**src/core/itf_pkg.sv**
```systemverilog
// constants, register map and carriers of the interval timer and flag block
// assumes one 100 MHz clock and a classic wishbone master with 32-bit data
package itf_pkg;

  // clock rates and time bases
  localparam int unsigned CLK_HZ = 100_000_000;
  localparam int unsigned SYS_HZ = 50_000_000;
  localparam int unsigned TICK_HZ = 4_100_000;
  localparam int unsigned FINE_PERIOD_US = 10;
  localparam int unsigned EVENT_PERIOD_MS = 1;
  localparam int unsigned SYS_DIV = CLK_HZ / SYS_HZ;
  localparam int unsigned SYS_CNT_W = $clog2(SYS_DIV);
  localparam int unsigned FINE_TICKS = int'((64'(TICK_HZ) * FINE_PERIOD_US) / 64'd1_000_000);
  localparam int unsigned MS_TICKS = int'((64'(TICK_HZ) * EVENT_PERIOD_MS) / 64'd1_000);

  // fractional-n accumulator
  localparam int unsigned ACC_W = 32;
  localparam logic [ACC_W-1:0] ACC_INC = ACC_W'((64'(TICK_HZ) << ACC_W) / 64'(SYS_HZ));

  // timer widths
  localparam int unsigned PHASE_W = $clog2(MS_TICKS);
  localparam int unsigned SUB_W = $clog2(FINE_TICKS);
  localparam int unsigned FINE_W = 28;
  localparam int unsigned WORD_W = 36;
  localparam int unsigned PAD_LO = 2;
  localparam int unsigned PAD_HI = 6;

  // processor flag word bit positions
  localparam int unsigned FLAG_TRAP_EN = 22;
  localparam int unsigned FLAG_PAGE_EN = 23;
  localparam int unsigned FLAG_SPARE = 24;
  localparam int unsigned FLAG_TO_CONSOLE = 25;
  localparam int unsigned FLAG_POWER_FAIL = 26;
  localparam int unsigned FLAG_BAD_MEM = 27;
  localparam int unsigned FLAG_UNCORR = 28;
  localparam int unsigned FLAG_CORR = 29;
  localparam int unsigned FLAG_TIMER = 30;
  localparam int unsigned FLAG_CONSOLE_IN = 31;
  localparam int unsigned FLAG_REQ = 32;
  localparam logic [31:0] FLAG_RW_MASK = 32'h37c0_0000;
  localparam logic [31:0] FLAG_W1C_MASK = 32'hc800_0000;
  localparam logic [31:0] FLAG_SRC_MASK = 32'hfc00_0000;
  localparam logic [31:0] FLAG_RESET = 32'h0000_0000;
  localparam logic [3:0] FLAG_HI_FIXED = 4'h6;

  // register offsets (byte addresses)
  localparam int unsigned ADR_W = 8;
  localparam logic [ADR_W-1:0] REG_FLAG_LO = 8'h00;
  localparam logic [ADR_W-1:0] REG_FLAG_HI = 8'h04;
  localparam logic [ADR_W-1:0] REG_COUNT_LO = 8'h08;
  localparam logic [ADR_W-1:0] REG_COUNT_HI = 8'h0c;
  localparam logic [ADR_W-1:0] REG_IRQ_STAT = 8'h10;
  localparam logic [ADR_W-1:0] REG_IRQ_MASK = 8'h14;
  localparam logic [ADR_W-1:0] REG_CTRL = 8'h18;

  // control register
  localparam int unsigned CTRL_RUN = 0;
  localparam int unsigned CTRL_LVL_LSB = 1;
  localparam int unsigned LVL_W = 3;
  localparam logic [31:0] CTRL_RESET = 32'h0000_0001;

  // event status bits
  localparam int unsigned EV_W = 3;
  localparam int unsigned EV_TIMER = 0;
  localparam int unsigned EV_BAD_MEM = 1;
  localparam int unsigned EV_CONSOLE = 2;
  localparam logic [EV_W-1:0] EV_RESET = 3'h0;

  typedef struct packed {
    logic cyc;
    logic stb;
    logic we;
    logic [ADR_W-1:0] adr;
    logic [3:0] sel;
    logic [31:0] dat;
  } wb_req_t;

  typedef struct packed {
    logic ack;
    logic [31:0] dat;
  } wb_rsp_t;

endpackage

```
**src/core/frac_divider.sv**
```systemverilog
// fractional-n tick generator: 32-bit phase accumulator on a 50 MHz enable
// assumes en_i is a one-cycle enable at the system rate
`timescale 1ns/10ps
module frac_divider
  import itf_pkg::*;
(
  input wire logic clk_i,
  input wire logic rst_i,
  input wire logic en_i,
  output logic tick_o
);

  logic [ACC_W-1:0] acc_q;
  logic [ACC_W-1:0] acc_d;
  logic carry;
  logic tick_q;

  // remainder stays in the accumulator so the long-term rate is exact
  assign {carry, acc_d} = {1'b0, acc_q} + {1'b0, ACC_INC};

  always_ff @(posedge clk_i)
  begin
    if (rst_i)
    begin
      acc_q <= '0;
      tick_q <= 1'b0;
    end
    else
    begin
      if (en_i)
        acc_q <= acc_d;
      tick_q <= en_i & carry;
    end
  end

  assign tick_o = tick_q;

  property p_acc_keeps_remainder;
    @(posedge clk_i) disable iff (rst_i)
    en_i |=> acc_q == ACC_W'($past(acc_q) + ACC_INC);
  endproperty
  a_acc_keeps_remainder: assert property (p_acc_keeps_remainder)
    else $error("accumulator did not keep its remainder");

  property p_tick_sparse;
    @(posedge clk_i) disable iff (rst_i)
    tick_q |=> !tick_q ##1 !tick_q;
  endproperty
  a_tick_sparse: assert property (p_tick_sparse)
    else $error("tick faster than the fractional rate allows");

endmodule // frac_divider

```
**src/core/interval_count.sv**
```systemverilog
// interval timer: millisecond phase counter and 10 us fine count
// assumes tick_i is a one-cycle pulse at about 4.1 MHz
`timescale 1ns/10ps
module interval_count
  import itf_pkg::*;
(
  input wire logic clk_i,
  input wire logic rst_i,
  input wire logic tick_i,
  input wire logic run_i,
  output logic [FINE_W-1:0] fine_o,
  output logic ovf_o
);

  logic [PHASE_W-1:0] phase_q;
  logic [SUB_W-1:0] sub_q;
  logic [FINE_W-1:0] fine_q;
  logic msb_q;
  logic ovf_q;
  logic step;
  logic phase_wrap;
  logic sub_wrap;

  assign step = tick_i & run_i;
  assign phase_wrap = phase_q == PHASE_W'(MS_TICKS - 1);
  assign sub_wrap = sub_q == SUB_W'(FINE_TICKS - 1);

  always_ff @(posedge clk_i)
  begin
    if (rst_i)
    begin
      phase_q <= '0;
      sub_q <= '0;
      fine_q <= '0;
      msb_q <= 1'b0;
      ovf_q <= 1'b0;
    end
    else
    begin
      if (step)
      begin
        phase_q <= phase_wrap ? '0 : phase_q + 1'b1;
        sub_q <= sub_wrap ? '0 : sub_q + 1'b1;
        if (sub_wrap)
          fine_q <= fine_q + 1'b1;
      end
      msb_q <= phase_q[PHASE_W-1];
      ovf_q <= msb_q & ~phase_q[PHASE_W-1];
    end
  end

  assign fine_o = fine_q;
  assign ovf_o = ovf_q;

  property p_ovf_on_msb_fall;
    @(posedge clk_i) disable iff (rst_i)
    $fell(phase_q[PHASE_W-1]) |-> ##1 ovf_q ##1 !ovf_q;
  endproperty
  a_ovf_on_msb_fall: assert property (p_ovf_on_msb_fall)
    else $error("overflow pulse missing after msb fall");

  property p_fine_step;
    @(posedge clk_i) disable iff (rst_i)
    step && sub_wrap |=> fine_q == FINE_W'($past(fine_q) + 1);
  endproperty
  a_fine_step: assert property (p_fine_step)
    else $error("fine count did not advance after 41 ticks");

endmodule // interval_count

```
**src/core/interval_timer_and_flags.sv**
```systemverilog
// interval timer and processor flag block behind a classic wishbone slave
// assumes a single 100 MHz clock, synchronous reset and same-clock event pulses
//
// Functional notes
// - timer tick comes from 50 MHz via a 32-bit fractional-n accumulator, 4.100 MHz.
// - accumulator keeps the fractional remainder on overflow instead of clearing.
// - timer gives a 10 us fine count and a 1 ms periodic event.
// - overflow pulse lasts one cycle when the timer msb falls from one to zero.
// - count word bits 1:0 and top six bits are always zero.
// - interval-timer flag, bit 30, is set every 1.0 ms.
// - flag bits 24, 26, 28, 29 store and read back as written; 26, 28, 29 also raise the flag request.
// - flag bit 27 sets when a nonexistent memory location is accessed.
// - flag bit 31 sets when the console hands a character to the processor.
// - seven interrupt request lines, indexed 1 to 7, feed the priority block.
`timescale 1ns/10ps
module interval_timer_and_flags
  import itf_pkg::*;
(
  input wire logic clk_i,
  input wire logic rst_i,
  input wire wb_req_t wb_req_i,
  output wb_rsp_t wb_rsp_o,
  input wire logic nonexistent_memory_i,
  input wire logic console_char_i,
  output logic timer_overflow_pulse_o,
  output logic [WORD_W-1:0] timer_count_word_o,
  output logic [7:1] flag_irq_lines_o,
  output logic trap_enable_o,
  output logic page_enable_o,
  output logic irq_o
);

  // byte lanes of a wishbone select, used by every writable register
  function automatic logic [31:0] lanes(input logic [3:0] sel);
    lanes = {{8{sel[3]}}, {8{sel[2]}}, {8{sel[1]}}, {8{sel[0]}}};
  endfunction

  function automatic logic [31:0] merge(input logic [31:0] old, input logic [31:0] wdat,
                                        input logic [3:0] sel);
    merge = (old & ~lanes(sel)) | (wdat & lanes(sel));
  endfunction

  // system-rate enable
  logic [SYS_CNT_W-1:0] sys_cnt_q;
  logic sys_en;

  assign sys_en = sys_cnt_q == SYS_CNT_W'(SYS_DIV - 1);

  always_ff @(posedge clk_i)
  begin
    if (rst_i)
      sys_cnt_q <= '0;
    else
      sys_cnt_q <= sys_en ? '0 : sys_cnt_q + 1'b1;
  end

  // timer datapath
  logic tick;
  logic [FINE_W-1:0] fine;
  logic ovf;

  frac_divider u_div (
    .clk_i(clk_i),
    .rst_i(rst_i),
    .en_i(sys_en),
    .tick_o(tick)
  );

  logic [31:0] ctrl_q;
  logic [LVL_W-1:0] lvl;

  assign lvl = ctrl_q[CTRL_LVL_LSB +: LVL_W];

  interval_count u_cnt (
    .clk_i(clk_i),
    .rst_i(rst_i),
    .tick_i(tick),
    .run_i(ctrl_q[CTRL_RUN]),
    .fine_o(fine),
    .ovf_o(ovf)
  );

  // wishbone decode
  logic ack_q;
  logic [31:0] rdat_q;
  logic req;
  logic wr_commit;
  logic [31:0] lane;
  logic flag_wr;
  logic stat_wr;
  logic mask_wr;
  logic ctrl_wr;

  assign req = wb_req_i.cyc & wb_req_i.stb;
  // writes take effect at the edge where the master samples ack
  assign wr_commit = req & wb_req_i.we & ack_q;
  assign lane = lanes(wb_req_i.sel);
  assign flag_wr = wr_commit & (wb_req_i.adr == REG_FLAG_LO);
  assign stat_wr = wr_commit & (wb_req_i.adr == REG_IRQ_STAT);
  assign mask_wr = wr_commit & (wb_req_i.adr == REG_IRQ_MASK);
  assign ctrl_wr = wr_commit & (wb_req_i.adr == REG_CTRL);

  // processor flag word
  logic [31:0] flag_q;
  logic [31:0] flag_d;
  logic [31:0] flag_rw;
  logic [31:0] flag_clr;
  logic [31:0] flag_set;
  logic flag_req;
  logic ovf_q;

  assign flag_rw = flag_wr ? merge(flag_q, wb_req_i.dat, wb_req_i.sel) : flag_q;
  assign flag_clr = flag_wr ? (wb_req_i.dat & lane & FLAG_W1C_MASK) : 32'h0000_0000;
  assign flag_set = (32'(ovf_q) << FLAG_TIMER)
    | (32'(nonexistent_memory_i) << FLAG_BAD_MEM)
    | (32'(console_char_i) << FLAG_CONSOLE_IN);
  // set wins over a clear in the same cycle so no event is lost
  assign flag_d = (flag_rw & FLAG_RW_MASK) | (flag_q & ~flag_clr & FLAG_W1C_MASK) | flag_set;
  assign flag_req = |(flag_q & FLAG_SRC_MASK);

  // event status and mask
  logic [EV_W-1:0] stat_q;
  logic [EV_W-1:0] stat_d;
  logic [EV_W-1:0] mask_q;
  logic [EV_W-1:0] ev;

  assign ev = {console_char_i, nonexistent_memory_i, ovf_q};
  assign stat_d = (stat_q & ~(stat_wr ? wb_req_i.dat[EV_W-1:0] & lane[EV_W-1:0] : '0)) | ev;

  // read mux
  logic [31:0] rdat;
  logic [WORD_W-1:0] count_q;
  logic [7:1] irq_lines_d;

  assign rdat = (wb_req_i.adr == REG_FLAG_LO) ? flag_q
    : (wb_req_i.adr == REG_FLAG_HI) ? {28'h000_0000, FLAG_HI_FIXED[3:1], flag_req}
    : (wb_req_i.adr == REG_COUNT_LO) ? count_q[31:0]
    : (wb_req_i.adr == REG_COUNT_HI) ? {28'h000_0000, count_q[WORD_W-1:32]}
    : (wb_req_i.adr == REG_IRQ_STAT) ? 32'(stat_q)
    : (wb_req_i.adr == REG_IRQ_MASK) ? 32'(mask_q)
    : (wb_req_i.adr == REG_CTRL) ? ctrl_q
    : 32'h0000_0000;

  // one level carries the request; level zero parks it
  assign irq_lines_d = (flag_req && lvl != '0) ? 7'(8'h01 << (lvl - 1'b1)) : 7'h00;

  always_ff @(posedge clk_i)
  begin
    if (rst_i)
    begin
      ack_q <= 1'b0;
      rdat_q <= 32'h0000_0000;
    end
    else
    begin
      ack_q <= req & ~ack_q;
      if (req & ~ack_q)
        rdat_q <= rdat;
    end
  end

  always_ff @(posedge clk_i)
  begin
    if (rst_i)
    begin
      flag_q <= FLAG_RESET;
      stat_q <= EV_RESET;
      mask_q <= EV_RESET;
      ctrl_q <= CTRL_RESET;
      ovf_q <= 1'b0;
    end
    else
    begin
      flag_q <= flag_d;
      stat_q <= stat_d;
      ovf_q <= ovf;
      if (mask_wr)
        mask_q <= EV_W'(merge(32'(mask_q), wb_req_i.dat, wb_req_i.sel));
      if (ctrl_wr)
        ctrl_q <= merge(ctrl_q, wb_req_i.dat, wb_req_i.sel) & 32'h0000_000f;
    end
  end

  // registered outputs; the count is a one-cycle-old copy of the timer
  logic [7:1] irq_lines_q;
  logic irq_q;
  logic trap_q;
  logic page_q;

  always_ff @(posedge clk_i)
  begin
    if (rst_i)
    begin
      count_q <= '0;
      irq_lines_q <= 7'h00;
      irq_q <= 1'b0;
      trap_q <= 1'b0;
      page_q <= 1'b0;
    end
    else
    begin
      count_q <= {PAD_HI'(0), fine, PAD_LO'(0)};
      irq_lines_q <= irq_lines_d;
      irq_q <= |(stat_q & mask_q);
      trap_q <= flag_q[FLAG_TRAP_EN];
      page_q <= flag_q[FLAG_PAGE_EN];
    end
  end

  assign wb_rsp_o = '{ack: ack_q, dat: rdat_q};
  assign timer_overflow_pulse_o = ovf_q;
  assign timer_count_word_o = count_q;
  assign flag_irq_lines_o = irq_lines_q;
  assign trap_enable_o = trap_q;
  assign page_enable_o = page_q;
  assign irq_o = irq_q;

  property p_ovf_one_cycle;
    @(posedge clk_i) disable iff (rst_i)
    ovf_q |=> !ovf_q;
  endproperty
  a_ovf_one_cycle: assert property (p_ovf_one_cycle)
    else $error("overflow pulse longer than one cycle");

  property p_count_pads;
    @(posedge clk_i) disable iff (rst_i)
    ##1 (count_q[PAD_LO-1:0] == '0) && (count_q[WORD_W-1 -: PAD_HI] == '0);
  endproperty
  a_count_pads: assert property (p_count_pads)
    else $error("count word pad bits not zero");

  property p_timer_flag;
    @(posedge clk_i) disable iff (rst_i)
    ovf_q |=> flag_q[FLAG_TIMER] && stat_q[EV_TIMER];
  endproperty
  a_timer_flag: assert property (p_timer_flag)
    else $error("timer flag not set by overflow");

  property p_timer_flag_sticky;
    @(posedge clk_i) disable iff (rst_i)
    flag_q[FLAG_TIMER] && !flag_wr |=> flag_q[FLAG_TIMER];
  endproperty
  a_timer_flag_sticky: assert property (p_timer_flag_sticky)
    else $error("timer flag dropped without a write");

  property p_spare_stable;
    @(posedge clk_i) disable iff (rst_i)
    !flag_wr |=> $stable({flag_q[FLAG_SPARE], flag_q[FLAG_POWER_FAIL],
                          flag_q[FLAG_UNCORR], flag_q[FLAG_CORR]});
  endproperty
  a_spare_stable: assert property (p_spare_stable)
    else $error("storage-only flag changed without a write");

  property p_bad_mem_flag;
    @(posedge clk_i) disable iff (rst_i)
    nonexistent_memory_i |=> flag_q[FLAG_BAD_MEM];
  endproperty
  a_bad_mem_flag: assert property (p_bad_mem_flag)
    else $error("nonexistent memory flag not set");

  property p_console_flag;
    @(posedge clk_i) disable iff (rst_i)
    console_char_i |=> flag_q[FLAG_CONSOLE_IN] ##1 flag_req;
  endproperty
  a_console_flag: assert property (p_console_flag)
    else $error("console flag not set");

  property p_irq_lines;
    @(posedge clk_i) disable iff (rst_i)
    ##1 $onehot0(irq_lines_q) && (irq_lines_q != 7'h00 || !$past(flag_req) || $past(lvl) == '0);
  endproperty
  a_irq_lines: assert property (p_irq_lines)
    else $error("interrupt request lines inconsistent");

  property p_fixed_ones;
    @(posedge clk_i) disable iff (rst_i)
    ack_q && !wb_req_i.we && wb_req_i.adr == REG_FLAG_HI |-> wb_rsp_o.dat[2:1] == 2'b11;
  endproperty
  a_fixed_ones: assert property (p_fixed_ones)
    else $error("fixed flag bits not read as one");

  property p_ack_pulse;
    @(posedge clk_i) disable iff (rst_i)
    ack_q |=> !ack_q;
  endproperty
  a_ack_pulse: assert property (p_ack_pulse)
    else $error("ack held longer than one cycle");

  // a pending overflow wins over the clear, so it is left out here
  property p_stat_w1c;
    @(posedge clk_i) disable iff (rst_i)
    stat_wr && wb_req_i.dat[EV_TIMER] && wb_req_i.sel[0] && !ovf_q |=> !stat_q[EV_TIMER];
  endproperty
  a_stat_w1c: assert property (p_stat_w1c)
    else $error("status bit not cleared by a one");

  property p_irq_masked_low;
    @(posedge clk_i) disable iff (rst_i)
    (stat_q & mask_q) == '0 |=> !irq_q;
  endproperty
  a_irq_masked_low: assert property (p_irq_masked_low)
    else $error("irq raised with no unmasked status bit");

  property p_irq_unmasked_high;
    @(posedge clk_i) disable iff (rst_i)
    (stat_q & mask_q) != '0 |=> irq_q;
  endproperty
  a_irq_unmasked_high: assert property (p_irq_unmasked_high)
    else $error("irq low with an unmasked status bit");

endmodule // interval_timer_and_flags

```
**config.mk**
```make
export PLATFORM = sky130hd
export DESIGN_NAME = interval_timer_and_flags
export DESIGN_NICKNAME = d
export VERILOG_FILES = /design/src/core/itf_pkg.sv /design/src/core/frac_divider.sv /design/src/core/interval_count.sv /design/src/core/interval_timer_and_flags.sv
export SDC_FILE = /design/constraint.sdc
export NUM_CORES = 1
export LEC_CHECK = 0
export ABC_AREA = 0
export BUFFER_PORTS_ARGS = -buffer_cell sky130_fd_sc_hd__buf_2
export CORE_UTILIZATION = 56
export CTS_CLUSTER_SIZE = 14
export DETAILED_ROUTE_END_ITERATION = 10
export PLACE_DENSITY = 0.8
export SYNTH_ARGS = -nofsm -noshare
export SYNTH_HDL_FRONTEND = slang
export SYNTH_HIERARCHICAL = 1
export SYNTH_SLANG_ARGS = --single-unit
```
**constraint.sdc**
```tcl
create_clock -name clk_i -period 2.4 [get_ports clk_i]
set_input_delay 0.48 -clock clk_i [delete_from_list [all_inputs] [get_ports clk_i]]
set_output_delay 0.48 -clock clk_i [all_outputs]
set_load 0.005 [all_outputs]
```
==> run metrics, run 1 <==
status=finished clean; switch share=approximately 26%; pwr dens=approximately 740 nW/um2; fin cells=roughly 1.1k; most frequent cells in the layout=dfxtp_1, buf_2, nor2_1; max cap viols=0; via/cell ratio=5.68; cell taking the most area after synthesis=dfxtp_1; CORE AREA=12800 um2; commonest non-fill, non-tap cell in the layout=dfxtp_1; Netlist cell types=72; Final Worst Setup Slack=between 0.09 and 0.1 ns; VDD IR max=0.431 mV; met1 GRT Util=between 20% and 30%; GRT met3 Usage=~4.8%; share of post-route cells with drive strength above 1=about a fifth; leakage power=0.00354 uW; IO Port Bufs=103; flop2flop setup slack=slightly above 0.09 ns; adder-cell share of the synthesized area=1.67%; final design utilization=68.7%; grt met2 use=41.9%; Post-Syn Area=7480 um2; Post-Place Setup Slack=0.147 ns; Worst Path Arrival=between 2 and 3 ns; XOR/XNOR Fraction of Synth Area=slightly above 5%; DP Cell Count=around 1.1k; vias in the first global route=5986; WL per Instance=14.9 um; RSZ-0062 raised after global routing=no; Resized cells post-CTS=0; GRT overflow=0; part of the power in combinational logic=roughly 8.7%; clk_skew=around 0.0055 ns; number of synthesized register bits=174; largest family of logic cells by synthesized area=simple AND/OR/NAND/NOR gates; prevailing post-synth register cell=dfxtp_1; Die X=around 120 um; TritonCTS clock tree=yes; Clock power frac=between 40% and 50%; crit-path max cell delay=0.70 ns; die area=between 10000 and 15000 um2; fmax=~430 MHz; reg2reg path depth=5; design area=about 8800 um2; fillers=between 900 and 1k; Setup CP Type=register to register; delay-heaviest family, CP=simple AND/OR/NAND/NOR gates; Ports=about 130; Final min period=approximately 2.3 ns; Hold Path End=stat_q[2]; r2r startpoint=u_cnt/sub_q[2]; Clk pin slew, worst setup/hold paths=0.07 ns; sequential power share=between 40% and 50%; CTS buffer count=17; CP required=about 2.8 ns; Setup Buffers After CTS=0; Tot GR Track Use=between 20% and 30%; CTS root buffer=clkbuf_16; Worst Min Path Start=wb_req_i[2]; Compound-Gate Fraction of Synth Area=a little under an eighth; DP Wirelength=between 10000 and 15000 um; mux contribution to synthesized area=under 10%; max-slew violations=0; syn avg cell area=9.10 um2; H-tree depth=4; WP buf/inv=1; DR pass1 iterations=7; Max Root-Sink Buffers=2; worst-path fanout max=10; setup violators final=0; Cells after Synth=between 800 and 900; ant diodes=0; Slowest-stage cell, CP=or4_1; drt total wl=16600 um; gr busiest metal=met2; ys async rst share=0%; Post-synth EDFFs=0; HP Class=input pin to register; GPL Wtd Cong=between 0.8 and 0.9; Initial Utilization=58.3%; CP Launch Type=register; CTS Hold Buffers Added=0; DRC violation total after the first TritonRoute iteration=approximately 550; final worst-path cycle share=between 90% and 100%; simple logic cell fraction of the synthesized area=about a quarter; Tightest Pin Transition=around 0.7 ns; crit-path cells=or3b_1, or4_1, buf_4, or3_1, a21oi_1; largest net degree at the start of global routing=39; Sink Count=174; Synth warnings=6; Area Growth Syn to Fin=17.8%; Final Hold Viols=0; critical path capture point type=register; Internal=4840 uW; Vias=between 6k and 7k; Rel. slew slack=a little over half; Die Span Y=roughly 120 um; DRT antenna net count=0; Synth area leaders=dfxtp_1, nor2_1, nor2b_1; sequential share of the synthesized area=around 47%; first-pass GRT wire length=27800 um; row cnt=41; nets@finish=990; FF-to-FF End=u_cnt/fine_o[16]; post-placement cell area=8200 um2; worst-skew pair later-pin latency=roughly 0.43 ns; hold depth=2; initial antenna violation count=0; top-area cell type share of the netlist area=46.6%; setup TNS=0 ns; DRC viols=0; switching power=1660 uW
## power by group through the flow
stage | sequential, uW | clock (uW) | combinational [uW]
2_1_floorplan | 3100 | 0 | 460
3_3_place_gp | 3150 | 0 | 546
3_5_place_dp | 3150 | 0 | 558
4_1_cts | 3090 | 2880 | 564
5_1_grt | 3100 | 3010 | 631
6_report | 3090 | 2850 | 564
## flip-flops by register name (all words and copies together), names as in the netlist, named ones only
| register | flops |
|---|---|
| ack_q | 1 |
| flag_irq_lines_o | 7 |
| flag_q | 3 |
| irq_o | 1 |
| page_enable_o | 1 |
| rdat_q | 32 |
| stat_q | 3 |
| sys_cnt_q | 1 |
| timer_count_word_o | 28 |
| timer_overflow_pulse_o | 1 |
| trap_enable_o | 1 |
| u_cnt/fine_o | 28 |
| u_cnt/msb_q | 1 |
| u_cnt/ovf_o | 1 |
| u_cnt/phase_q | 13 |
| u_cnt/sub_q | 6 |
| u_div/acc_q | 31 |
| u_div/tick_o | 1 |
## cell usage after synthesis (all sizes together), types with 6 or more instances
cell	count
nand2b	10
nor4	15
inv	18
ha	10
a22oi	18
or3	15
or4	11
mux2i	20
o31ai	10
xor2	22
and3	8
o21ai	29
nor3b	6
nand2	41
nor2	101
nor2b	43
nand3b	8
a21oi	43
and2	9
mux2	9
clkbuf	26
xnor2	22
nand4	20
dfxtp	174
buf	21
nor3	21
nand3	25
o2bb2ai	8
## how the worst max path moves through the flow
stage | startpoint | end | slack [ns] | cells after the start
after CTS | u_cnt/sub_q[2] | u_cnt/fine_o[16] | 0.10 | 5
after floorplan | u_cnt/sub_q[3] | u_cnt/fine_o[22] | 0.23 | 6
final | u_cnt/sub_q[2] | u_cnt/fine_o[16] | 0.09 | 5
after global routing | u_cnt/sub_q[2] | u_cnt/fine_o[16] | 0.03 | 5
after detailed placement | u_cnt/sub_q[2] | u_cnt/fine_o[16] | 0.15 | 5
after global placement | u_cnt/sub_q[2] | u_cnt/fine_o[16] | 0.18 | 5
## layer usage
layer / up-vias / share of wire, % / wire, um
li1: 3110 / - / -
met1: 2987 / 44 / 7260
met2: 189 / 49 / 8130
met3: 40 / 4.1 / 684
met4: 0 / 2.9 / 475
met5: - / 0 / 0
## stage by stage
step                hold slack [ns]  power, uW
global route                  0.295       6740
finish                        0.286       6500
global placement              0.411       3690
detailed placement            0.410       3710
floorplan                     0.398       3560
CTS                           0.264       6530
## cell type report
| class | instances | area, um2 | area share [%] |
|---|---|---|---|
| Clock buffer | 18 | 439 | 4.99 |
| Clock inverter | 14 | 173 | 1.96 |
| Inverter | 18 | 67.6 | 0.767 |
| Multi-Input combinational cell | 589 | 3720 | 42.2 |
| Sequential cell | 174 | 3480 | 39.5 |
| Tap cell | 172 | 215 | 2.44 |
| Timing Repair Buffer | 129 | 713 | 8.10 |
## cells by family after synthesis
family,count (synthesis)
xor gates and xnor gates,44
DFF,174
and+or+nand+nor,359
adders and majority gates,10
other,1
muxes,29
AOI/OAI and AO/OA,139
buffers and inverters,66
No activity file was read; power rests on OpenSTA's default activity.
==> run 2, diff against run 1 <==
Settings changed: ABC_AREA 0 to not set, SETUP_SLACK_MARGIN set to 0.3.
==> run 2 against run 1 <==
Net effect:
- sequential power hardly changed
- clock power fell by 3%
- design area is 1.6% higher
- routed wire length decreased by 0.86%
- setup slack better by 0.22 ns
- final cell count up 0.45%
- worst hold slack worse by 0.0031 ns
- total power is 0.49% lower
- core utilization grew 1.1 points
- die area stayed put
- combinational power up 7.1%
- largest cell class unchanged
==> run metrics, run 2 (synthesized netlist as in run 1, its figures left out) <==
Worst Min Path Start=wb_req_i[25]; WL per Instance=14.7 um (-1.3%); TritonCTS clock tree=yes; Initial Utilization=58.3% (unchanged); setup TNS=0 ns (unchanged); Setup CP Type=register to register; reg2reg path depth=6 (+1); Rel. slew slack=60.5% (+6.8 points); FF-to-FF End=u_div/acc_q[30]; registers with the most flip-flops=rdat_q: 32 flops, u_div/acc_q: 31 flops; Area Growth Syn to Fin=19.6%; hold depth=3 (+1); setup violators final=0 (unchanged); flop2flop setup slack=0.31 ns (+0.22 ns); DR pass1 iterations=5 (-2); IO Port Bufs=103 (unchanged); GRT overflow=0 (unchanged); post-placement cell area=8190 um2 (about the same); DP Wirelength=11100 um (-1.5%); commonest non-fill, non-tap cell in the layout=dfxtp_1; CTS Hold Buffers Added=0 (unchanged); fillers=940 (-5.8%); max reg flops=32 (unchanged); first-pass GRT wire length=26700 um (-4.0%); Tightest Pin Transition=0.591 ns (-0.101 ns); Final min period=2.09 ns (-0.221 ns); clk_skew=0.00528 ns (-0.000225 ns); CP Launch Type=register; final worst-path cycle share=87.0% (-9.2 points); DRC violation total after the first TritonRoute iteration=514 (-6.4%); critical path capture point type=register; max-slew violations=0 (unchanged); worst-skew pair later-pin latency=0.43 ns (about the same); Tot GR Track Use=23.6% (-1.1 points); ant diodes=0 (unchanged); Ports=131 (unchanged); design area=8950 um2 (+1.6%); Top reg by flops=rdat_q; vias in the first global route=5755 (-3.9%); final hold slack=0.283 ns (-0.00307 ns); Worst Path Arrival=2.41 ns (-0.26 ns); max cap viols=0 (unchanged); H-tree depth=4 (unchanged); Seq. cell area=3490 um2 (+0.32%); r2r startpoint=u_div/acc_q[19]; share of post-route cells with drive strength above 1=22.1% (+2.7 points); final design utilization=69.8% (+1.1 points); Vias=6293 (-0.52%); most frequent cells in the layout=dfxtp_1, buf_2, nor2_1; worst-path fanout max=4 (-6); status=finished clean; row cnt=41 (unchanged); Multi-input gate area=3800 um2 (+2.4%); HP Class=input pin to register; RSZ-0062 raised after global routing=yes; Sink Count=174 (unchanged); fmax=479 MHz (+11%); largest net degree at the start of global routing=62 (+59%); CTS root buffer=clkbuf_16; leakage power=0.00357 uW (+0.98%); Max Root-Sink Buffers=2 (unchanged); via/cell ratio=5.62 (-0.97%); CP required=2.72 ns (-0.04 ns); DRC viols=0 (unchanged); Clk pin slew, worst setup/hold paths=0.07 ns (about the same); die area=13800 um2 (unchanged); drt total wl=16400 um (-0.86%); CTS buffer count=17 (unchanged); nets@finish=995 (+0.51%); GPL Wtd Cong=0.911 (+2.3%); CORE AREA=12800 um2 (unchanged); Final Hold Viols=0 (unchanged); Die Span Y=118 um (unchanged); DRT antenna net count=0 (unchanged); Die X=118 um (unchanged); pwr dens=723 nW/um2 (-2.0%); VDD IR max=0.450 mV (+4.3%); initial antenna violation count=0 (unchanged)
run 2: report_power, final:
part | switching [uW] | internal (uW)
combinational | 322 | 282
sequential | 116 | 2980
clock | 1160 | 1610
total | 1600 | 4870
run 2: metrics by stage:
stage / std cells / power, uW / setup slack (ns)
after global placement: 1079 / 3700 / 0.291
after CTS: 1111 / 6480 / 0.306
after global routing: 1119 / 6730 / 0.233
after floorplan: 829 / 3560 / 0.342
final: 1119 / 6470 / 0.312
after detailed placement: 1079 / 3710 / 0.269
run 2: timing repair:
item                       CTS  global route
resized for setup            2            23
gates cloned                 0             1
pin swaps                    1             7
setup endpoints to repair    7            17
buffers inserted             0             7
run 2: worst max path at each step:
stage / startpoint / endpoint / cells past startpoint
2_1_floorplan: u_div/acc_q[18] / u_div/acc_q[30] / 6
3_3_place_gp: u_div/acc_q[18] / u_div/acc_q[30] / 6
3_5_place_dp: u_cnt/sub_q[3] / u_cnt/fine_o[17] / 5
4_1_cts: u_cnt/fine_o[0] / u_cnt/fine_o[22] / 5
5_1_grt: u_div/acc_q[1] / u_div/acc_q[23] / 8
6_report: u_div/acc_q[19] / u_div/acc_q[30] / 6
run 2: cell type report:
class	count	share of cell area, %
inverter	18	0.755
tap	172	2.41
clock inverter	13	1.69
sequential	174	39.1
timing repair buffer	133	8.49
multi-input combinational	590	42.5
clock buffer	19	5.06
run 2: worst max-delay path, cell delays in order (launching register included):
cell and delay [ns]:
dfxtp_4 0.35, or4_4 0.53, or3_4 0.40, o21ai_2 0.11
a21boi_1 0.06, o21a_1 0.23, mux2_4 0.30
run 2: metal layers:
metal / vias to the layer above / wire [um] / global-route usage [%] / part of all wire, %
li1: 3120 / - / - / -
met1: 2951 / 7180 / 28.7 / 44
met4: 0 / 347 / 10.3 / 2.1
met2: 191 / 8040 / 40.6 / 49
met5: - / 0 / 0 / 0
met3: 31 / 847 / 4.31 / 5.2
==> run 3, diff against run 2 <==
Settings changed: CORE_UTILIZATION 56 to 40, PLACE_DENSITY 0.8 to not set.
==> run 3 against run 2 <==
Net effect:
- the run now ends with design-rule violations left
- setup slack lost 0.013 ns
- maximum frequency shrank 0.60%
- total power shrank 1.5%
- combinational power shrank 1%
- count of clock-buffer cells in the layout shrank 1
- design area is essentially flat
- clock skew grew 0.0064 ns
- non-clock buffer count shrank 2
- critical path depth is the same
- routed wire length grew 1.9%
- critical path type unchanged
- largest cell class unchanged
==> run metrics, run 3 (synthesized netlist as in run 1, its figures left out) <==
delay-heaviest family, CP=simple AND/OR/NAND/NOR gates; pwr dens=712 nW/um2 (-1.6%); IO Port Bufs=103 (unchanged); worst-path fanout max=4 (unchanged); Setup CP Type=register to register; Sink Count=174 (unchanged); critical path capture point type=register; Final Worst Setup Slack=0.300 ns (-0.0125 ns); CTS Hold Buffers Added=0 (unchanged); leakage power=0.00355 uW (-0.58%); clk_skew=0.0117 ns (+0.00639 ns); vias in the first global route=5573 (-3.2%); WP buf/inv=0 (unchanged); DP Wirelength=11800 um (+6.8%); Initial Utilization=41.2% (-17 points); die area=19300 um2 (+39%); first-pass GRT wire length=27600 um (+3.4%); most frequent cells in the layout=dfxtp_1, buf_2, nor2_1; Post-Place Setup Slack=0.245 ns (-0.0241 ns); WL per Instance=14.3 um (-2.8%); Final min period=2.10 ns (+0.0125 ns); max-slew violations=0 (unchanged); failing checks=design-rule violations; fmax=476 MHz (-0.60%); share of post-route cells with drive strength above 1=21.3% (-0.78 points); Area Growth Syn to Fin=19.7% (about the same); drt total wl=16700 um (+1.9%); CORE AREA=18100 um2 (+42%); Seq. cell area=3490 um2 (about the same); commonest non-fill, non-tap cell in the layout=dfxtp_1; Tightest Pin Transition=0.666 ns (+0.0754 ns); nets@finish=992 (-0.30%); H-tree depth=4 (unchanged); final hold slack=0.288 ns (+0.00476 ns); CTS root buffer=clkbuf_16; Die X=139 um (+18%); largest net degree at the start of global routing=57 (-8.1%); initial antenna violation count=0 (unchanged); worst-skew pair later-pin latency=0.43 ns (about the same); CP required=2.71 ns (about the same); crit-path cells=or4_4, or3_4, o21ai_2, a21boi_1, o21a_1, mux2_4; Rel. slew slack=55.4% (-5.0 points); CTS buffer count=17 (unchanged); Final Hold Viols=0 (unchanged); Top reg by flops=rdat_q; via/cell ratio=5.21 (-7.3%); CP Launch Type=register; Clk pin slew, worst setup/hold paths=0.07 ns (about the same); Slowest-stage cell, CP=or4_4; final worst-path cycle share=87.5% (+0.52 points); registers with the most flip-flops=rdat_q: 32 flops, u_div/acc_q: 31 flops; Max Root-Sink Buffers=2 (unchanged); GPL Wtd Cong=0.804 (-12%); setup TNS=0 ns (unchanged); max cap viols=0 (unchanged); status=finished with violations; TritonCTS clock tree=yes; crit-path max cell delay=0.55 ns (+0.02 ns); row cnt=49 (+20%); RSZ-0062 raised after global routing=yes; Tot GR Track Use=17.7% (-5.9 points); Ports=131 (unchanged); max reg flops=32 (unchanged); DRT antenna net count=0 (unchanged); fillers=1724 (+83%); Vias=6116 (-2.8%); DRC viols=14 (+14); Worst Path Arrival=2.41 ns (about the same); HP Class=input pin to register; Die Span Y=139 um (+18%); DR pass1 iterations=8 (+3); VDD IR max=0.515 mV (+14%); setup violators final=0 (unchanged); GRT overflow=0 (unchanged); DRC violation total after the first TritonRoute iteration=316 (-39%); ant diodes=0 (unchanged); Multi-input gate area=3770 um2 (-0.92%)
run 3: layer usage:
layer	GRT usage [%]	up-vias	share of wire, %
met5	0	-	0
met3	3.45	14	4.2
met4	6.14	0	1.2
met1	23.2	2860	48
li1	-	3114	-
met2	29.1	128	46
run 3: layout make-up:
cell class | instances | share of cell area, %
Sequential cell | 174 | 39.0
Multi-Input combinational cell | 589 | 42.1
Clock buffer | 18 | 4.90
Clock inverter | 14 | 1.62
Tap cell | 229 | 3.20
Inverter | 18 | 0.755
Timing Repair Buffer | 131 | 8.41
run 3: where the power goes:
group | internal, uW | switching [uW] | total, uW
Clock | 1410 | 1270 | 2680
Sequential | 2980 | 114 | 3090
Combinational | 274 | 323 | 597
Total | 4660 | 1710 | 6370
run 3: what timing repair did:
action	in CTS	in global routing
gates resized for setup	4	15
endpoints found under the setup margin	12	19
gates cloned	0	0
pin swaps	0	8
buffers inserted	0	5
run 3: tightest hold or removal path: stages:
cell,delay [ns]
buf_2,0.08
mux2i_1,0.05
nor2_1,0.07
run 3: worst paths after layout:
kind,end,slack (ns),start,cells after the start
worst max-delay path,u_div/acc_q[30],0.30,u_div/acc_q[21],6
worst max register to register,u_div/acc_q[30],0.30,u_div/acc_q[21],6
worst min-delay path,register,0.29,wb_req_i[28],3
worst min register to register,u_cnt/ovf_o,0.42,u_cnt/phase_q[12],1
run 3: metrics by stage:
| step | cells | utilization (%) | total power, uW | cell area [um2] |
|---|---|---|---|---|
| CTS | 1168 | 48.8 | 6420 | 8860 |
| finish | 1173 | 49.3 | 6370 | 8950 |
| global placement | 1136 | 45.5 | 3720 | 8260 |
| global route | 1173 | 49.3 | 6670 | 8950 |
| floorplan | 829 | - | 3560 | 7530 |
| detailed placement | 1136 | 45.5 | 3720 | 8260 |
